File: config.mk
export PLATFORM = sky130hd
export DESIGN_NAME = spb_bank
export DESIGN_NICKNAME = d
export VERILOG_FILES = /design/src/pkg/spb_pkg.sv /design/src/pkg/spb_word_if.sv /design/src/core/spb_serial_rx.sv /design/src/core/spb_bank.sv
export VERILOG_INCLUDE_DIRS = /design/src /design/src/pkg
export SDC_FILE = /design/constraint.sdc
export NUM_CORES = 1
export LEC_CHECK = 0
export BUFFER_PORTS_ARGS = -buffer_cell sky130_fd_sc_hd__buf_2
export CAP_MARGIN = 5
export CORE_MARGIN = 4
export CORE_UTILIZATION = 35
export CTS_BUF_LIST = sky130_fd_sc_hd__clkbuf_8
export DETAILED_ROUTE_END_ITERATION = 16
export PLACE_DENSITY = 0.5
export SETUP_SLACK_MARGIN = 0.5
export SYNTH_ARGS = -nofsm -noshare
export SYNTH_HDL_FRONTEND = slang
export SYNTH_HIERARCHICAL = 1
export SYNTH_SLANG_ARGS = --single-unit
File: constraint.sdc
create_clock -name clk -period 2.4 [get_ports clk]
set_input_delay 0.48 -clock clk [delete_from_list [all_inputs] [get_ports clk]]
set_output_delay 0.48 -clock clk [all_outputs]
set_load 0.02 [all_outputs]
File: src/pkg/spb_map.svh
/*
 * Bit positions, register codes, reset values and timing counts of the
 * synthesizer programming register bank.
 * Assumes it is included by bare name from the design files.
 */
`ifndef SPB_MAP_SVH
`define SPB_MAP_SVH

// ----------------------------------------------------------------
// word select codes
// ----------------------------------------------------------------
`define SPB_SHIFT_W         24
`define SPB_SEL_CHANNEL     3'h0
`define SPB_SEL_MODREF      3'h1
`define SPB_SEL_PHASE       3'h2
`define SPB_SEL_FUNCTION    3'h3
`define SPB_SEL_FASTLOCK    3'h4
`define SPB_SEL_POWERDOWN   3'h5
`define SPB_SEL_OUTSEL      3'h6
`define SPB_SEL_TESTMODE    3'h7

// ----------------------------------------------------------------
// field positions
// ----------------------------------------------------------------
`define SPB_INT_HI          22
`define SPB_INT_LO          15
`define SPB_FRACTION_NUMERATOR_HI         14
`define SPB_FRACTION_NUMERATOR_LO         3
`define SPB_BOOST_BIT       23
`define SPB_REFHALF_BIT     22
`define SPB_PRESC_BIT       20
`define SPB_DOUBLER_BIT     19
`define SPB_RCNT_HI         18
`define SPB_RCNT_LO         15
`define SPB_MOD_HI          14
`define SPB_MOD_LO          3
`define SPB_PHASE_HI        14
`define SPB_PHASE_LO        3
`define SPB_PUMPGND_BIT     5
`define SPB_POLARITY_BIT    3
`define SPB_TMR_HI          13
`define SPB_TMR_LO          5
`define SPB_TSEL_HI         4
`define SPB_TSEL_LO         3
`define SPB_PWR_HI          7
`define SPB_PWR_LO          3
`define SPB_MODES_HI        15
`define SPB_MODES_LO        12
`define SPB_MUXSEL_HI       6
`define SPB_MUXSEL_LO       3

// ----------------------------------------------------------------
// reset values and timing counts
// ----------------------------------------------------------------
`define SPB_INT_RST         8'h00
`define SPB_FRACTION_NUMERATOR_RST        12'h000
`define SPB_MOD_RST         12'h000
`define SPB_RCNT_RST        4'h0
`define SPB_PHASE_RST       12'h000
`define SPB_TMR_RST         9'h000
`define SPB_PWR_RST         5'h00
`define SPB_NIB_RST         4'h0
`define SPB_TICK_LAST       2'h3
`define SPB_PUMP_CELLS_MAX  7'h40
`define SPB_PUMP_CELLS_MIN  7'h01

`endif

File: src/pkg/spb_pkg.sv
/*
 * Types of the synthesizer programming register bank.
 * Assumes spb_map.svh is on the include path.
 */
`include "spb_map.svh"

package spb_pkg;

	// fast-lock timer that a timer word write loads
	typedef enum logic [1:0] {
		SPB_TSEL_SWITCH_AB,
		SPB_TSEL_SWITCH_C,
		SPB_TSEL_PUMP,
		SPB_TSEL_NONE
	} spb_tsel_t;

	// serial receiver state
	typedef struct packed {
		logic                     clk_s1;
		logic                     clk_s2;
		logic                     clk_s3;
		logic                     dat_s1;
		logic                     dat_s2;
		logic                     stb_s1;
		logic                     stb_s2;
		logic                     stb_s3;
		logic [`SPB_SHIFT_W-1:0]  shift;
		logic                     valid;
		logic [`SPB_SHIFT_W-1:0]  word;
	} spb_rx_state_t;

	// register bank state
	typedef struct packed {
		logic        pd_s1;
		logic        pd_s2;
		logic        pd_s3;
		logic        pending;
		logic [7:0]  hold_int;
		logic [11:0] hold_fraction_numerator;
		logic [11:0] hold_mod;
		logic [3:0]  hold_rcnt;
		logic        hold_refhalf;
		logic        hold_doubler;
		logic        hold_boost;
		logic [11:0] hold_phase;
		logic [7:0]  int_value;
		logic [11:0] fraction_numerator;
		logic [11:0] fractional_modulus;
		logic [3:0]  ref_count;
		logic        ref_half;
		logic        doubler_en;
		logic        pump_current_boost;
		logic [11:0] phase_seed;
		logic        prescaler_sel;
		logic        pump_output_ground;
		logic        pd_polarity;
		logic [4:0]  power_bits;
		logic [3:0]  lock_modes;
		logic [3:0]  mux_sel;
		logic [8:0]  tmr_pump;
		logic [8:0]  tmr_ab;
		logic [8:0]  tmr_c;
		logic [8:0]  cnt_pump;
		logic [8:0]  cnt_ab;
		logic [8:0]  cnt_c;
		logic [1:0]  tick_div;
		logic [6:0]  pump_cells;
		logic        fast_lock;
		logic        filter_switch_a;
		logic        filter_switch_b;
		logic        filter_switch_c;
		logic        update;
	} spb_bank_state_t;

endpackage

File: src/pkg/spb_word_if.sv
/*
 * Carrier of latched serial words from the receiver to the bank.
 * Assumes both ends run on the same clock.
 */
`timescale 1ns/10ps
`include "spb_map.svh"

interface spb_word_if;
	logic                     valid;
	logic [`SPB_SHIFT_W-1:0]  word;

	modport src (output valid, output word);
	modport dst (input valid, input word);
endinterface

File: src/core/spb_serial_rx.sv
/*
 * Three-wire serial receiver: synchronises the pins, shifts data and
 * presents a whole word for one cycle on each latch strobe rise.
 * Assumes the host holds data stable around each serial clock rise and
 * that serial clock and data pass equal synchroniser depth.
 */
`timescale 1ns/10ps
`include "spb_map.svh"

module spb_serial_rx
	import spb_pkg::*;
(
	input  wire logic  clk,
	input  wire logic  rst_n,
	input  wire logic  ce,
	input  wire logic  sclk,
	input  wire logic  sdata,
	input  wire logic  latch_strobe,
	spb_word_if.src    out
);

	spb_rx_state_t q;
	spb_rx_state_t d;
	logic          clk_rise;
	logic          stb_rise;

	// ----------------------------------------------------------------
	// next state
	// ----------------------------------------------------------------
	always_comb begin
		d = q;
		d.clk_s1 = sclk;
		d.clk_s2 = q.clk_s1;
		d.clk_s3 = q.clk_s2;
		d.dat_s1 = sdata;
		d.dat_s2 = q.dat_s1;
		d.stb_s1 = latch_strobe;
		d.stb_s2 = q.stb_s1;
		d.stb_s3 = q.stb_s2;
		clk_rise = q.clk_s2 & ~q.clk_s3;
		stb_rise = q.stb_s2 & ~q.stb_s3;
		d.valid = 1'b0;
		// data enters at the bottom so the first bit ends up as the msb
		if (clk_rise) begin
			d.shift = {q.shift[`SPB_SHIFT_W-2:0], q.dat_s2};
		end
		// shorter words leave their stale upper bits, which the bank ignores
		if (stb_rise) begin
			d.valid = 1'b1;
			d.word  = q.shift;
		end
	end

	// ----------------------------------------------------------------
	// state register
	// ----------------------------------------------------------------
	always_ff @(posedge clk) begin
		if (!rst_n) begin
			q <= '0;
		end else if (ce) begin
			q <= d;
		end
	end

	assign out.valid = q.valid;
	assign out.word  = q.word;

endmodule

File: src/core/spb_bank.sv
/*
 * Programming register bank of a fractional-N synthesizer: eight
 * write-only control words, double buffering, channel update timing and
 * fast-lock timers.
 * Assumes the phase-detector reference arrives as a pin far slower than
 * clk (at least four clk periods per level) and the host drives the
 * serial pins.
 */
`timescale 1ns/10ps
`include "spb_map.svh"

module spb_bank
	import spb_pkg::*;
(
	input  wire logic         clk,
	input  wire logic         rst_n,
	input  wire logic         ce,
	input  wire logic         sclk,
	input  wire logic         sdata,
	input  wire logic         latch_strobe,
	input  wire logic         phase_detector,
	output logic [7:0]        int_value,
	output logic [11:0]       fraction_numerator,
	output logic [11:0]       fractional_modulus,
	output logic [3:0]        ref_count,
	output logic              ref_half,
	output logic              doubler_en,
	output logic              prescaler_sel,
	output logic              pump_current_boost,
	output logic [11:0]       phase_seed,
	output logic              pump_output_ground,
	output logic              pd_polarity,
	output logic [4:0]        power_bits,
	output logic [3:0]        lock_modes,
	output logic [3:0]        mux_sel,
	output logic              fast_lock,
	output logic [6:0]        pump_cells,
	output logic              filter_switch_a,
	output logic              filter_switch_b,
	output logic              filter_switch_c,
	output logic              channel_update
);

	spb_word_if            wbus ();
	spb_bank_state_t       q;
	spb_bank_state_t       d;
	logic                  pd_edge;
	logic                  tick;
	logic [2:0]            sel;
	logic [`SPB_SHIFT_W-1:0] w;
	spb_tsel_t             tsel;

	// ----------------------------------------------------------------
	// serial receiver
	// ----------------------------------------------------------------
	spb_serial_rx u_rx (
		.clk          (clk),
		.rst_n        (rst_n),
		.ce           (ce),
		.sclk         (sclk),
		.sdata        (sdata),
		.latch_strobe (latch_strobe),
		.out          (wbus.src)
	);

	// ----------------------------------------------------------------
	// next state
	// ----------------------------------------------------------------
	always_comb begin
		d = q;
		d.update = 1'b0;
		w    = wbus.word;
		sel  = w[2:0];
		tsel = spb_tsel_t'(w[`SPB_TSEL_HI:`SPB_TSEL_LO]);
		// reference pin synchroniser, edge taken after the second stage
		d.pd_s1 = phase_detector;
		d.pd_s2 = q.pd_s1;
		d.pd_s3 = q.pd_s2;
		pd_edge = q.pd_s2 & ~q.pd_s3;
		tick    = pd_edge && (q.tick_div == `SPB_TICK_LAST);

		// word decode; three lsbs pick the destination
		if (wbus.valid) begin
			case (sel)
				`SPB_SEL_CHANNEL: begin
					d.hold_int  = w[`SPB_INT_HI:`SPB_INT_LO];
					d.hold_fraction_numerator = w[`SPB_FRACTION_NUMERATOR_HI:`SPB_FRACTION_NUMERATOR_LO];
				end
				`SPB_SEL_MODREF: begin
					// buffered fields wait for the channel word
					d.hold_boost   = w[`SPB_BOOST_BIT];
					d.hold_refhalf = w[`SPB_REFHALF_BIT];
					d.hold_doubler = w[`SPB_DOUBLER_BIT];
					d.hold_rcnt    = w[`SPB_RCNT_HI:`SPB_RCNT_LO];
					d.hold_mod     = w[`SPB_MOD_HI:`SPB_MOD_LO];
					d.prescaler_sel = w[`SPB_PRESC_BIT]; // not buffered
				end
				`SPB_SEL_PHASE: begin
					d.hold_phase = w[`SPB_PHASE_HI:`SPB_PHASE_LO];
				end
				`SPB_SEL_FUNCTION: begin
					d.pump_output_ground = w[`SPB_PUMPGND_BIT];
					d.pd_polarity        = w[`SPB_POLARITY_BIT];
				end
				`SPB_SEL_FASTLOCK: begin
					case (tsel)
						SPB_TSEL_SWITCH_AB: d.tmr_ab   = w[`SPB_TMR_HI:`SPB_TMR_LO];
						SPB_TSEL_SWITCH_C:  d.tmr_c    = w[`SPB_TMR_HI:`SPB_TMR_LO];
						SPB_TSEL_PUMP:      d.tmr_pump = w[`SPB_TMR_HI:`SPB_TMR_LO];
						default:            d.tmr_pump = q.tmr_pump;
					endcase
				end
				`SPB_SEL_POWERDOWN: begin
					d.power_bits = w[`SPB_PWR_HI:`SPB_PWR_LO];
				end
				`SPB_SEL_OUTSEL: begin
					d.lock_modes = w[`SPB_MODES_HI:`SPB_MODES_LO];
					d.mux_sel    = w[`SPB_MUXSEL_HI:`SPB_MUXSEL_LO];
				end
				default: begin
					// test word carries nothing that this bank acts on
					d.pending = q.pending;
				end
			endcase
		end

		// a channel write in the same cycle as the consuming edge survives
		d.pending = (q.pending & ~pd_edge) |
			(wbus.valid && (sel == `SPB_SEL_CHANNEL));

		if (pd_edge && q.pending) begin
			// channel update: divider, buffered settings and timers together
			d.int_value          = q.hold_int;
			d.fraction_numerator = q.hold_fraction_numerator;
			d.fractional_modulus = q.hold_mod;
			d.ref_count          = q.hold_rcnt;
			d.ref_half           = q.hold_refhalf;
			d.doubler_en         = q.hold_doubler;
			d.pump_current_boost = q.hold_boost;
			d.phase_seed         = q.hold_phase;
			d.cnt_pump   = q.tmr_pump;
			d.cnt_ab     = q.tmr_ab;
			d.cnt_c      = q.tmr_c;
			d.tick_div   = 2'h0;
			d.pump_cells = `SPB_PUMP_CELLS_MAX;
			d.update     = 1'b1;
		end else if (pd_edge) begin
			// timers run at a quarter of the phase-detector rate
			d.tick_div = q.tick_div + 2'h1;
			if (tick) begin
				if (q.cnt_pump != 9'h000) begin
					d.cnt_pump = q.cnt_pump - 9'h001;
				end else if (q.pump_cells > `SPB_PUMP_CELLS_MIN) begin
					// halving per tick keeps the loop stable during the step-down
					d.pump_cells = {1'b0, q.pump_cells[6:1]};
				end
				if (q.cnt_ab != 9'h000) begin
					d.cnt_ab = q.cnt_ab - 9'h001;
				end
				if (q.cnt_c != 9'h000) begin
					d.cnt_c = q.cnt_c - 9'h001;
				end
			end
		end

		// switch levels follow the counters so a zero timer never closes a switch; fast_lock also covers the update cycle
		d.fast_lock       = d.update | (d.cnt_pump != 9'h000);
		d.filter_switch_a = d.cnt_ab != 9'h000;
		d.filter_switch_b = d.cnt_ab != 9'h000;
		d.filter_switch_c = d.cnt_c != 9'h000;
	end

	// ----------------------------------------------------------------
	// state register
	// ----------------------------------------------------------------
	always_ff @(posedge clk) begin
		if (!rst_n) begin
			q <= '0;
			q.pump_cells <= `SPB_PUMP_CELLS_MIN;
		end else if (ce) begin
			q <= d;
		end
	end

	// ----------------------------------------------------------------
	// outputs, all straight from state flops
	// ----------------------------------------------------------------
	assign int_value          = q.int_value;
	assign fraction_numerator = q.fraction_numerator;
	assign fractional_modulus = q.fractional_modulus;
	assign ref_count          = q.ref_count;
	assign ref_half           = q.ref_half;
	assign doubler_en         = q.doubler_en;
	assign prescaler_sel      = q.prescaler_sel;
	assign pump_current_boost = q.pump_current_boost;
	assign phase_seed         = q.phase_seed;
	assign pump_output_ground = q.pump_output_ground;
	assign pd_polarity        = q.pd_polarity;
	assign power_bits         = q.power_bits;
	assign lock_modes         = q.lock_modes;
	assign mux_sel            = q.mux_sel;
	assign fast_lock          = q.fast_lock;
	assign pump_cells         = q.pump_cells;
	assign filter_switch_a    = q.filter_switch_a;
	assign filter_switch_b    = q.filter_switch_b;
	assign filter_switch_c    = q.filter_switch_c;
	assign channel_update     = q.update;

endmodule

## After elaboration in Yosys (flattened, before gate mapping)

Cells that the tools add are included.

- Bitwise operators: 10
- Reduce and logical (&&, ||, !) cells: 28
- Magnitude comparators: 1
- $add $sub $neg: 4
- Multiplexer cells: 11
- Equal/unequal tests: 10

Operator list:

| operator | number |
|---|---|
| two-way mux 36 bit | 2 |
| nonzero test 9 bit | 6 |
| two-way mux 27 bit | 1 |
| two-way mux 9 bit | 3 |
| subtractor 9 x 1 -> 9 bit, second input constant | 3 |
| two-way mux 25 bit | 1 |
| two-way mux 7 bit | 3 |
| AND reduction 3 bit | 6 |
| AND reduction 4 bit | 3 |
| equality test 3 bit, second input constant | 3 |
| AND reduction 2 bit | 4 |
| greater-than comparator 7 x 1 -> 1 bit, second input constant | 1 |
| equality test 3 x 2 -> 1 bit, second input constant | 2 |
| nonzero test 2 bit | 3 |
| AND reduction 5 bit | 1 |
| AND 1 bit | 4 |
| equality test 2 bit, second input constant | 2 |
| inverter 1 bit | 4 |
| equality test 3 x 1 -> 1 bit, second input constant | 1 |
| logical AND 1 bit | 3 |
| zero test 3 bit | 1 |
| adder 2 x 1 -> 2 bit, second input constant | 1 |
| equality test 2 x 1 -> 1 bit, second input constant | 1 |
| zero test 2 bit | 1 |
| other kinds (3) | 4 |

- Word-level logic and storage cells: 113
- Input port bits: 7
- Output and inout port bits: 79
- Register bits after elaboration: 246

## Depth between registers and ports, before layout

Gate-level depths: netlist (run 1).

- Word-level depth: 8
- Depth in mapped cells: 9
- Depth with buffers taken out: 8

## Hierarchy

The synthesis (run 1) kept the hierarchy.

By module, submodules not included:

| module | cells each | times used | area each (um2) |
|---|---|---|---|
| spb_bank | 1024 | 1 | 8346.8 |
| spb_serial_rx | 211 | 1 | 2270.9 |

## Least setup slack after synthesis (run 1)

OpenSTA, ideal clock, no wires.

- Kind: register -> register
- Start: reg q[12] in the netlist's numbering
- End: reg q, in the netlist filter_switch_c
- Stages on the path, launching flop included: 9
- Data required time: 2.271 ns
- Setup slack: 0.251 ns
- Clock period less this slack: 2.149 ns
- Arrival time: 2.020 ns
- Buffers on the path: 1
- Cell sequence: dfxtp_1 -> ha_1 -> nand3b_4 -> clkbuf_1 -> o31a_1 -> a211o_1 -> o31a_1 -> nor4_1 -> a31oi_1

- Longest elaborated chain between the ends: 6

RTL lines:

| element | RTL line | text |
|---|---|---|
| from (decl) | spb_bank.sv:45 | `spb_bank_state_t q;` |
| equality test 2 bit (no source line) | -- |  |
| logical AND 1 bit | spb_bank.sv:80 | `` tick = pd_edge && (q.tick_div == `SPB_TICK_LAST); `` |
| two-way mux 27 bit | spb_bank.sv:150 | `if (tick) begin` |
| two-way mux 36 bit | spb_bank.sv:147 | `end else if (pd_edge) begin` |
| two-way mux 36 bit | spb_bank.sv:131 | `if (pd_edge && q.pending) begin` |
| nonzero test 9 bit | spb_bank.sv:170 | `d.filter_switch_c = d.cnt_c != 9'h000;` |

Every way passes these cells. The select of a mux whose other input is x is not followed.
A chain may end at the register's enable or synchronous reset.

## Worst setup path in the final report (run 1)

- Start: reg q[36] in the netlist's numbering
- End: reg q, in the netlist fast_lock

- Longest elaborated chain between the ends: 7

RTL lines:

| element | RTL line | text |
|---|---|---|
| subtractor 9 x 1 -> 9 bit or nonzero test 9 bit (tied branches) | spb_bank.sv:152, spb_bank.sv:151 |  |
| two-way mux 9 bit | spb_bank.sv:151 | `if (q.cnt_pump != 9'h000) begin` |
| two-way mux 27 bit | spb_bank.sv:150 |  |
| two-way mux 36 bit (*) | spb_bank.sv:147 |  |
| two-way mux 36 bit (*) | spb_bank.sv:131 |  |
| nonzero test 9 bit (*) | spb_bank.sv:167 | `d.fast_lock = d.update \| (d.cnt_pump != 9'h000);` |
| bitwise OR 1 bit (*) | spb_bank.sv:167 |  |

Mark *: on every way between the ends. The rest lies on a longest branch, timed or not. The select of a mux whose other input is x is not followed.

==> summary.txt, run 1 <==
Worst setup path
  – Reg2reg path depth: 6
  – Slowest Stage Delay on Critical Path: 0.56 ns
  – Worst Path Arrival: 2.49 ns
  – Crit. End Element: flop
  – Critical path buffers and inverters: 0
  – Top delay family on crit path: simple AND/OR/NAND/NOR gates
  – Startpoint Class: flop
  – Crit Path Class: flop to flop
  – Slowest library cell on the worst path: or4_4
  – Worst Path Required: 2.84 ns
  – CP Cell Sequence: or4_4 -> o211ai_4 -> xnor2_1 -> or4b_1 -> nor4_2 -> a21oi_1
  – CP max FO: 8
  – Critical Path Stages: 6

Die
  – Initial Util: 35.6%
  – IO Count: 86
  – CORE AREA: 29,800 um^2
  – Die Footprint: 33,200 um^2
  – Die Y-Extent: 182 um
  – Die width: 182 um
  – Std-Cell Rows: 63

STA
  – Fin crit share: 85.1%
  – Hold Slack: 0.192 ns
  – RSZ-0062 raised after global routing: true
  – Max_slew headroom: 62.2%
  – Clk_skew: 0.0239 ns
  – Final Hold Fails: 0
  – Setup TNS: 0 ns
  – Final worst path period need: 2.04 ns
  – Worst Max-Slew Pin Slew: 0.566 ns
  – Endpoints failing setup: 0
  – Fmax: 490 MHz
  – Fin. max-slew vios: 0

Detailed routing
  – DRC: 0
  – Vias: 8,170
  – Drt total wl: 26,700 um
  – TritonRoute pass-1 iters: 6
  – Initial DRC Count: 453
  – Post-route ant nets: 0
  – Vias per cell: 4.87
  – DR WL/cell: 15.9 um

CTS
  – CTS Root Cell: clkbuf_8
  – CTS tree: built
  – Clock Tree Buf Depth: 3
  – Worst skew pair latency: 0.56 ns
  – CTS Buf Count: 44
  – Htree depth: 2
  – Clock edge transition at the registers on the reported setup and hold paths: 0.06 ns
  – Cts hold-fix bufs: 0
  – CTS Sinks: 246

Global routing
  – First-pass GRT wire length: 42,900 um
  – Initial antenna violation count: 0
  – GRT Overall Usage: 15.7%
  – Largest net degree at the start of global routing: 65
  – Vias in the first global route: 7,894
  – Total grt overflow: 0

Power
  – Logic pwr share: 3.3%
  – Power Total: 8.10 mW
  – NetSw: 1.90 mW
  – P_leak: 4.91 nW
  – Sw frac: 23.4%
  – Sequential share of power: 50.8%
  – Internal: 6.20 mW
  – Clock power frac: 45.8%
  – Pwr/cell area: 665 nW/um^2
  – Peak supply drop: 0.361 mV

Placed design
  – Port-buffer cells: 85
  – Placed wire-length estimate: 16,900 um
  – Final Wtd Congestion: 0.814

Finish
  – Fin nets: 1,266
  – Synth-to-layout area growth: 14.7%
  – Fin util: 40.9%
  – Ant diodes: 0
  – Share of post-route cells with drive strength above 1: 21.2%

Logic synthesis
  – Prevailing post-synth register cell: dfxtp_1
  – Mean Syn Cell Area: 8.60 um^2
  – Dominant cell type by area after synthesis: dfxtp_1
  – Sequential share of the synthesized area: 46.4%
  – Netlist Area Pre-Place: 10,600 um^2
  – Post-synth EDFFs: 0
  – Syn nets: 1,246
  – Yosys warns: 6
  – Post-synth top area share: 46.4%
  – Synth area leaders: dfxtp_1 46%, mux2i_1 12%, nand2_1 9.7%, buf_4 6.9%, a21oi_1 5.9%
  – Post-Syn Instances: 1,235
  – Post-synth ARST share: 0%
  – Seq cells post-synth: 246
  – Netlist cell types: 59

Worst hold path
  – Worst min path class: primary input to flop
  – Hold Path Depth: 3

Outcome
  – Status: completed

Flow run
  – # Max-Cap Violations: 0
==> stage by stage <==
stage               area, um^2  setup WS [ns]  instances
floorplan                10700          0.375       1235
global placement         10900          0.219       1571
detailed placement       10900          0.201       1571
CTS                      12000          0.347       1667
global route             12200          0.259       1677
finish                   12200          0.358       1677
==> metal layers <==
| metal | vias up | share of wire [%] | GRT usage [%] |
|---|---|---|---|
| li1 | 4132 | - | - |
| met1 | 3861 | 50 | 22.2 |
| met2 | 141 | 44 | 24.4 |
| met3 | 36 | 3.9 | 3.13 |
| met4 | 0 | 2.1 | 4.86 |
| met5 | - | 0 | 0 |
==> worst paths after layout <==
check / startpoint / endpoint / slack (ns)
max reg2reg: q[36] / fast_lock / 0.36
min: phase_detector / d[188] / 0.19
min reg2reg: q[148] / doubler_en / 0.45
max: q[36] / fast_lock / 0.36
==> cell families (layout without fill, tap and decap cells) <==
logic type                 count (synthesis)  after routing  share of synthesized area, %
DFF                                      246            246                          46.4
xor gates and xnor gates                   4              4                         0.330
buffers and inverters                    183            235                          10.5
AOI/OAI and AO/OA                        202            202                          11.3
and+or+nand+nor                          474            474                          19.5
muxes                                    122            122                          11.5
adders and majority gates                  4              4                         0.471
==> sequential cells by signal (all words and copies together), names as in the netlist, 2 cells and up <==
register / cells
u_rx/d: 5
phase_seed: 12
d: 2
q: 109
ref_count: 4
mux_sel: 4
u_rx/out.word: 24
power_bits: 5
pump_cells: 7
int_value: 8
u_rx/q: 27
fractional_modulus: 12
fraction_numerator: 12
lock_modes: 4
==> cells in the mapped netlist, drive strengths merged, types with 3 or more instances <==
library cell / instances
a211oi: 9
a21oi: 126
and3b: 4
nor4: 10
nor2b: 12
nand2b: 7
and3: 3
nand3b: 7
or4: 5
o211ai: 7
o22ai: 3
mux2i: 122
nor3: 14
a31oi: 9
xnor2: 4
nand3: 7
dfxtp: 246
a22oi: 3
nand2: 274
ha: 4
nor3b: 3
buf: 116
nand4b: 3
a2bb2oi: 4
or3: 5
o21ai: 19
o31ai: 3
inv: 10
nor2: 113
clkbuf: 56
==> power by group through the flow <==
stage / Clock, mW / Combinational, mW / Sequential, mW
final: 3.71 / 0.270 / 4.12
after global routing: 4.06 / 0.297 / 4.11
after detailed placement: 0 / 0.253 / 4.21
after CTS: 3.86 / 0.266 / 4.12
after floorplan: 0 / 0.171 / 4.21
after global placement: 0 / 0.253 / 4.21
==> worst min-delay path, delay by kind of cell <==
kind                   cells  cell delay [ns]
and+or+nand+nor            1             0.08
muxes                      1             0.06
buffers and inverters      1             0.08
==> cell type report <==
type	instances	area (um^2)
multi-input combinational	806	4810
sequential	246	4950
fill	3049	17600
timing repair buffer	146	1040
clock inverter	25	114
clock buffer	53	729
inverter	11	51.3
tap	390	488
==> repair_timing <==
item	CTS	global route
buffers inserted	18	10
pin swaps	13	20
setup endpoints to repair	14	19
gates cloned	0	0
gates resized for setup	37	35
==> cells in the final DEF (no fill, tap or decap), types with 11 or more instances in the layout <==
master,synthesis,layout
nor2b_1,12,12
nor2_1,113,112
o21ai_0,19,17
a21oi_1,126,121
mux2i_1,122,122
clkbuf_8,0,53
buf_12,2,11
buf_2,4,85
inv_1,10,25
buf_4,98,46
nand2_1,274,268
dfxtp_1,246,232
Power figures use the tool's default switching activity.
==> run 2, diff against run 1 <==
SLEW_MARGIN = 40   (was unset)
SYNTH_HIERARCHICAL = unset   (was 1)
==> run 2 against run 1 <==
  * Die area down 1.7%
  * Sequential cell count stayed put
  * Non-clock buffer count did not move
  * Clock power up 5.9%
  * Clock-buffer cell count increased by 5
  * Synthesized cell count grew 2.8%
  * Wire length is 8.0% higher
  * Core utilization is 1.8 points higher
  * Largest cell class is now multi-input gates
==> summary.txt, run 2 <==
Outcome
  – Status: completed

Power
  – Sw frac: 22.5% (-0.90 points)
  – Pwr/cell area: 674 nW/um^2 (+1.4%)
  – Logic pwr share: 3.5% (+0.2 points)
  – P_leak: 4.69 nW (-4.3%)
  – Peak supply drop: 0.299 mV (-17%)
  – Clock power frac: 47.2% (+1.4 points)
  – Internal: 6.46 mW (+4.2%)
  – NetSw: 1.88 mW (-0.92%)
  – Sequential share of power: 49.3% (-1.5 points)

STA
  – Final worst path period need: 1.98 ns (-0.0618 ns)
  – Worst Max-Slew Pin Slew: 0.755 ns (+0.189 ns)
  – Max_slew headroom: 49.6% (-13 points)
  – Clk_skew: 0.0175 ns (-0.00644 ns)
  – Fin. max-slew vios: 0 (unchanged)
  – Fin crit share: 82.5% (-2.6 points)
  – Final Hold Fails: 0 (unchanged)
  – Endpoints failing setup: 0 (unchanged)
  – Setup TNS: 0 ns (unchanged)
  – Fmax: 505 MHz (+3.1%)
  – RSZ-0062 raised after global routing: true

Detailed routing
  – Vias: 8,676 (+6.2%)
  – Top layer in use: met4
  – Met3 Wirelength: 1400 um (+34%)
  – Vias per cell: 5.04 (+3.4%)
  – Post-route ant nets: 0 (unchanged)
  – TritonRoute pass-1 iters: 5 (-1)
  – Met2 WL post-DR: 12,800 um (+7.7%)
  – Initial DRC Count: 566 (+25%)
  – DRC: 0 (unchanged)
  – DR WL/cell: 16.7 um (+5.2%)
  – Met1 Wirelength: 13,800 um (+4.4%)
  – Drt total wl: 28,800 um (+8.0%)

Finish
  – Synth-to-layout area growth: 18.7%
  – Share of post-route cells with drive strength above 1: 23.2% (+2.0 points)
  – Most common cell after layout, fill and taps aside: nand2_1
  – Top reg by flops: q
  – Fin util: 42.7% (+1.8 points)
  – Fin nets: 1,319 (+4.2%)
  – Max reg flops: 109 (unchanged)
  – Most frequent cells in the layout: 318 x nand2_1, 232 x dfxtp_1, 166 x a21oi_1, 115 x nor2_1, 85 x buf_2
  – FILL cells: 3,015 (-1.1%)
  – Ant diodes: 0 (unchanged)
  – Post-route insts no fill: 1,722 (+2.7%)

Die
  – Std-Cell Rows: 62 (-1.6%)
  – Initial Util: 35.9% (+0.30 points)
  – CORE AREA: 29,000 um^2 (-2.6%)
  – Die Y-Extent: 181 um (-0.87%)
  – Die Footprint: 32,600 um^2 (-1.7%)
  – Die width: 181 um (-0.87%)
  – IO Count: 86 (unchanged)

Logic synthesis
  – Post-synth ARST share: 0% (unchanged)
  – Post-synth top area share: 47.2% (+0.85 points)
  – Seq cells post-synth: 246 (unchanged)
  – Netlist Area Pre-Place: 10,400 um^2 (-1.8%)
  – Netlist cell types: 72 (+22%)
  – Mean Syn Cell Area: 8.22 um^2 (-4.4%)
  – Post-Syn Instances: 1,269 (+2.8%)
  – Prevailing post-synth register cell: dfxtp_1
  – Post-synth EDFFs: 0 (unchanged)
  – Yosys warns: 0 (-6)
  – Syn nets: 1,280 (+2.7%)
  – Synth area leaders: dfxtp_1 47%, nand2_1 12%, a21oi_1 8.5%, mux2i_1 6.7%, buf_4 5.0%
  – Dominant cell type by area after synthesis: dfxtp_1
  – Sequential share of the synthesized area: 47.2% (+0.85 points)
  – Synth cell count leaders: 320 x nand2_1, 246 x dfxtp_1, 177 x a21oi_1
  – Most instantiated library cell after synthesis: nand2_1

Global routing
  – First-pass GRT wire length: 45,700 um (+6.6%)
  – Initial antenna violation count: 0 (unchanged)
  – Vias in the first global route: 8,366 (+6.0%)
  – Total grt overflow: 0 (unchanged)
  – GRT Overall Usage: 16.9% (+1.2 points)
  – Largest net degree at the start of global routing: 54 (-17%)

Worst setup path
  – CP max FO: 4 (-4)
  – Worst Path Required: 2.82 ns (-0.02 ns)
  – Startpoint Class: flop
  – Slowest Stage Delay on Critical Path: 0.41 ns (-0.15 ns)
  – Crit. End Element: flop
  – Worst Path Arrival: 2.40 ns (-0.09 ns)
  – Slowest library cell on the worst path: or3b_4
  – CP Cell Sequence: inv_2 -> ha_4 -> or3b_4 -> o41a_1 -> buf_4 -> o21ai_2 -> and3_4 -> a31oi_1
  – Crit Path Class: flop to flop
  – Critical path buffers and inverters: 2 (+2)
  – Top delay family on crit path: simple AND/OR/NAND/NOR gates

Flow run
  – # Max-Cap Violations: 0 (unchanged)

CTS
  – CTS Buf Count: 44 (unchanged)
  – Cts hold-fix bufs: 0 (unchanged)
  – CTS tree: built
  – Clock Tree Buf Depth: 3 (unchanged)
  – CTS Root Cell: clkbuf_8
  – Clock edge transition at the registers on the reported setup and hold paths: 0.05 ns (about the same)
  – Htree depth: 2 (unchanged)
  – Worst skew pair latency: 0.54 ns (-0.02 ns)
  – CTS Sinks: 246 (unchanged)

Worst hold path
  – Worst min path class: primary input to flop

Placed design
  – Final Wtd Congestion: 0.868 (+6.6%)
  – Placed wire-length estimate: 18,200 um (+7.9%)
  – DP Cell Count: 1,615 (+2.8%)
  – Port-buffer cells: 85 (unchanged)
==> run 2: changes by cell type in the layout (fill, tap and decap cells not counted), moves of 7 or more <==
cell | previous run | this run
nand2_1 | 268 | 318
a21oi_1 | 121 | 166
inv_1 | 25 | 16
mux2i_1 | 122 | 70
o21ai_0 | 17 | 24
nor2b_1 | 12 | 2
==> run 2: layout make-up <==
class | count | area (um^2) | area share, %
clock buffers | 58 | 798 | 6.45
clock inverters | 18 | 104 | 0.839
inverters | 9 | 41.3 | 0.334
multi-input cells | 861 | 4980 | 40.2
flip-flops and latches | 246 | 4960 | 40.0
well taps | 384 | 480 | 3.88
repair buffers | 146 | 1020 | 8.21
==> run 2: final timing paths <==
path                               from                     to  slack (ns)  depth (start not counted)
setup / recovery                  q[33]              fast_lock        0.42                          8
hold / removal                     sclk             u_rx.d[55]        0.19                          3
setup reg to reg                  q[33]              fast_lock        0.42                          8
hold reg to reg   fraction_numerator[9]  fraction_numerator[9]        0.45                          2
==> run 2: metrics by stage <==
step | power (mW) | instance area [um^2] | worst slack [ns] | hold WS, ns
2_1_floorplan | 4.37 | 10500 | 0.501 | 0.431
3_3_place_gp | 4.45 | 10800 | 0.262 | 0.440
3_5_place_dp | 4.45 | 10800 | 0.199 | 0.444
4_1_cts | 8.45 | 12100 | 0.336 | 0.170
5_1_grt | 8.69 | 12400 | 0.345 | 0.174
6_report | 8.34 | 12400 | 0.420 | 0.193
==> run 2: worst min-delay path, cell delays in order <==
cell     delay, ns
buf_2         0.08
mux2i_1       0.06
nor2_1        0.07
==> run 2: layer usage <==
metal,GRT usage (%),vias to the layer above
met1,23.7,4113
met4,5.41,0
met5,0,-
li1,-,4289
met2,26.5,210
met3,3.31,64
==> run 2: repair_timing <==
item | in CTS | in global routing
pin swaps | 33 | 25
endpoints found under the setup margin | 21 | 28
resized for setup | 47 | 52
cloned | 1 | 0
buffers inserted | 21 | 9
==> run 2: cell families (layout without fill, tap and decap cells) <==
| family | after synthesis | count (layout) | share of synthesized area, % |
|---|---|---|---|
| flip-flops | 246 | 246 | 47.2 |
| AND/OR/NAND/NOR | 518 | 519 | 21.4 |
| multiplexers | 71 | 71 | 6.83 |
| XOR/XNOR | 5 | 5 | 0.420 |
| adder cells (fa/ha/maj) | 4 | 4 | 0.480 |
| AO/OA/AOI/OAI | 262 | 262 | 14.6 |
| buffers and inverters | 163 | 231 | 9.06 |
==> run 2: power groups by stage <==
stage          logic, mW  registers [mW]  clock network (mW)
3_3_place_gp       0.250            4.20                   0
4_1_cts            0.276            4.11                4.06
2_1_floorplan      0.168            4.20                   0
3_5_place_dp       0.249            4.20                   0
5_1_grt            0.320            4.11                4.26
6_report           0.294            4.11                3.93
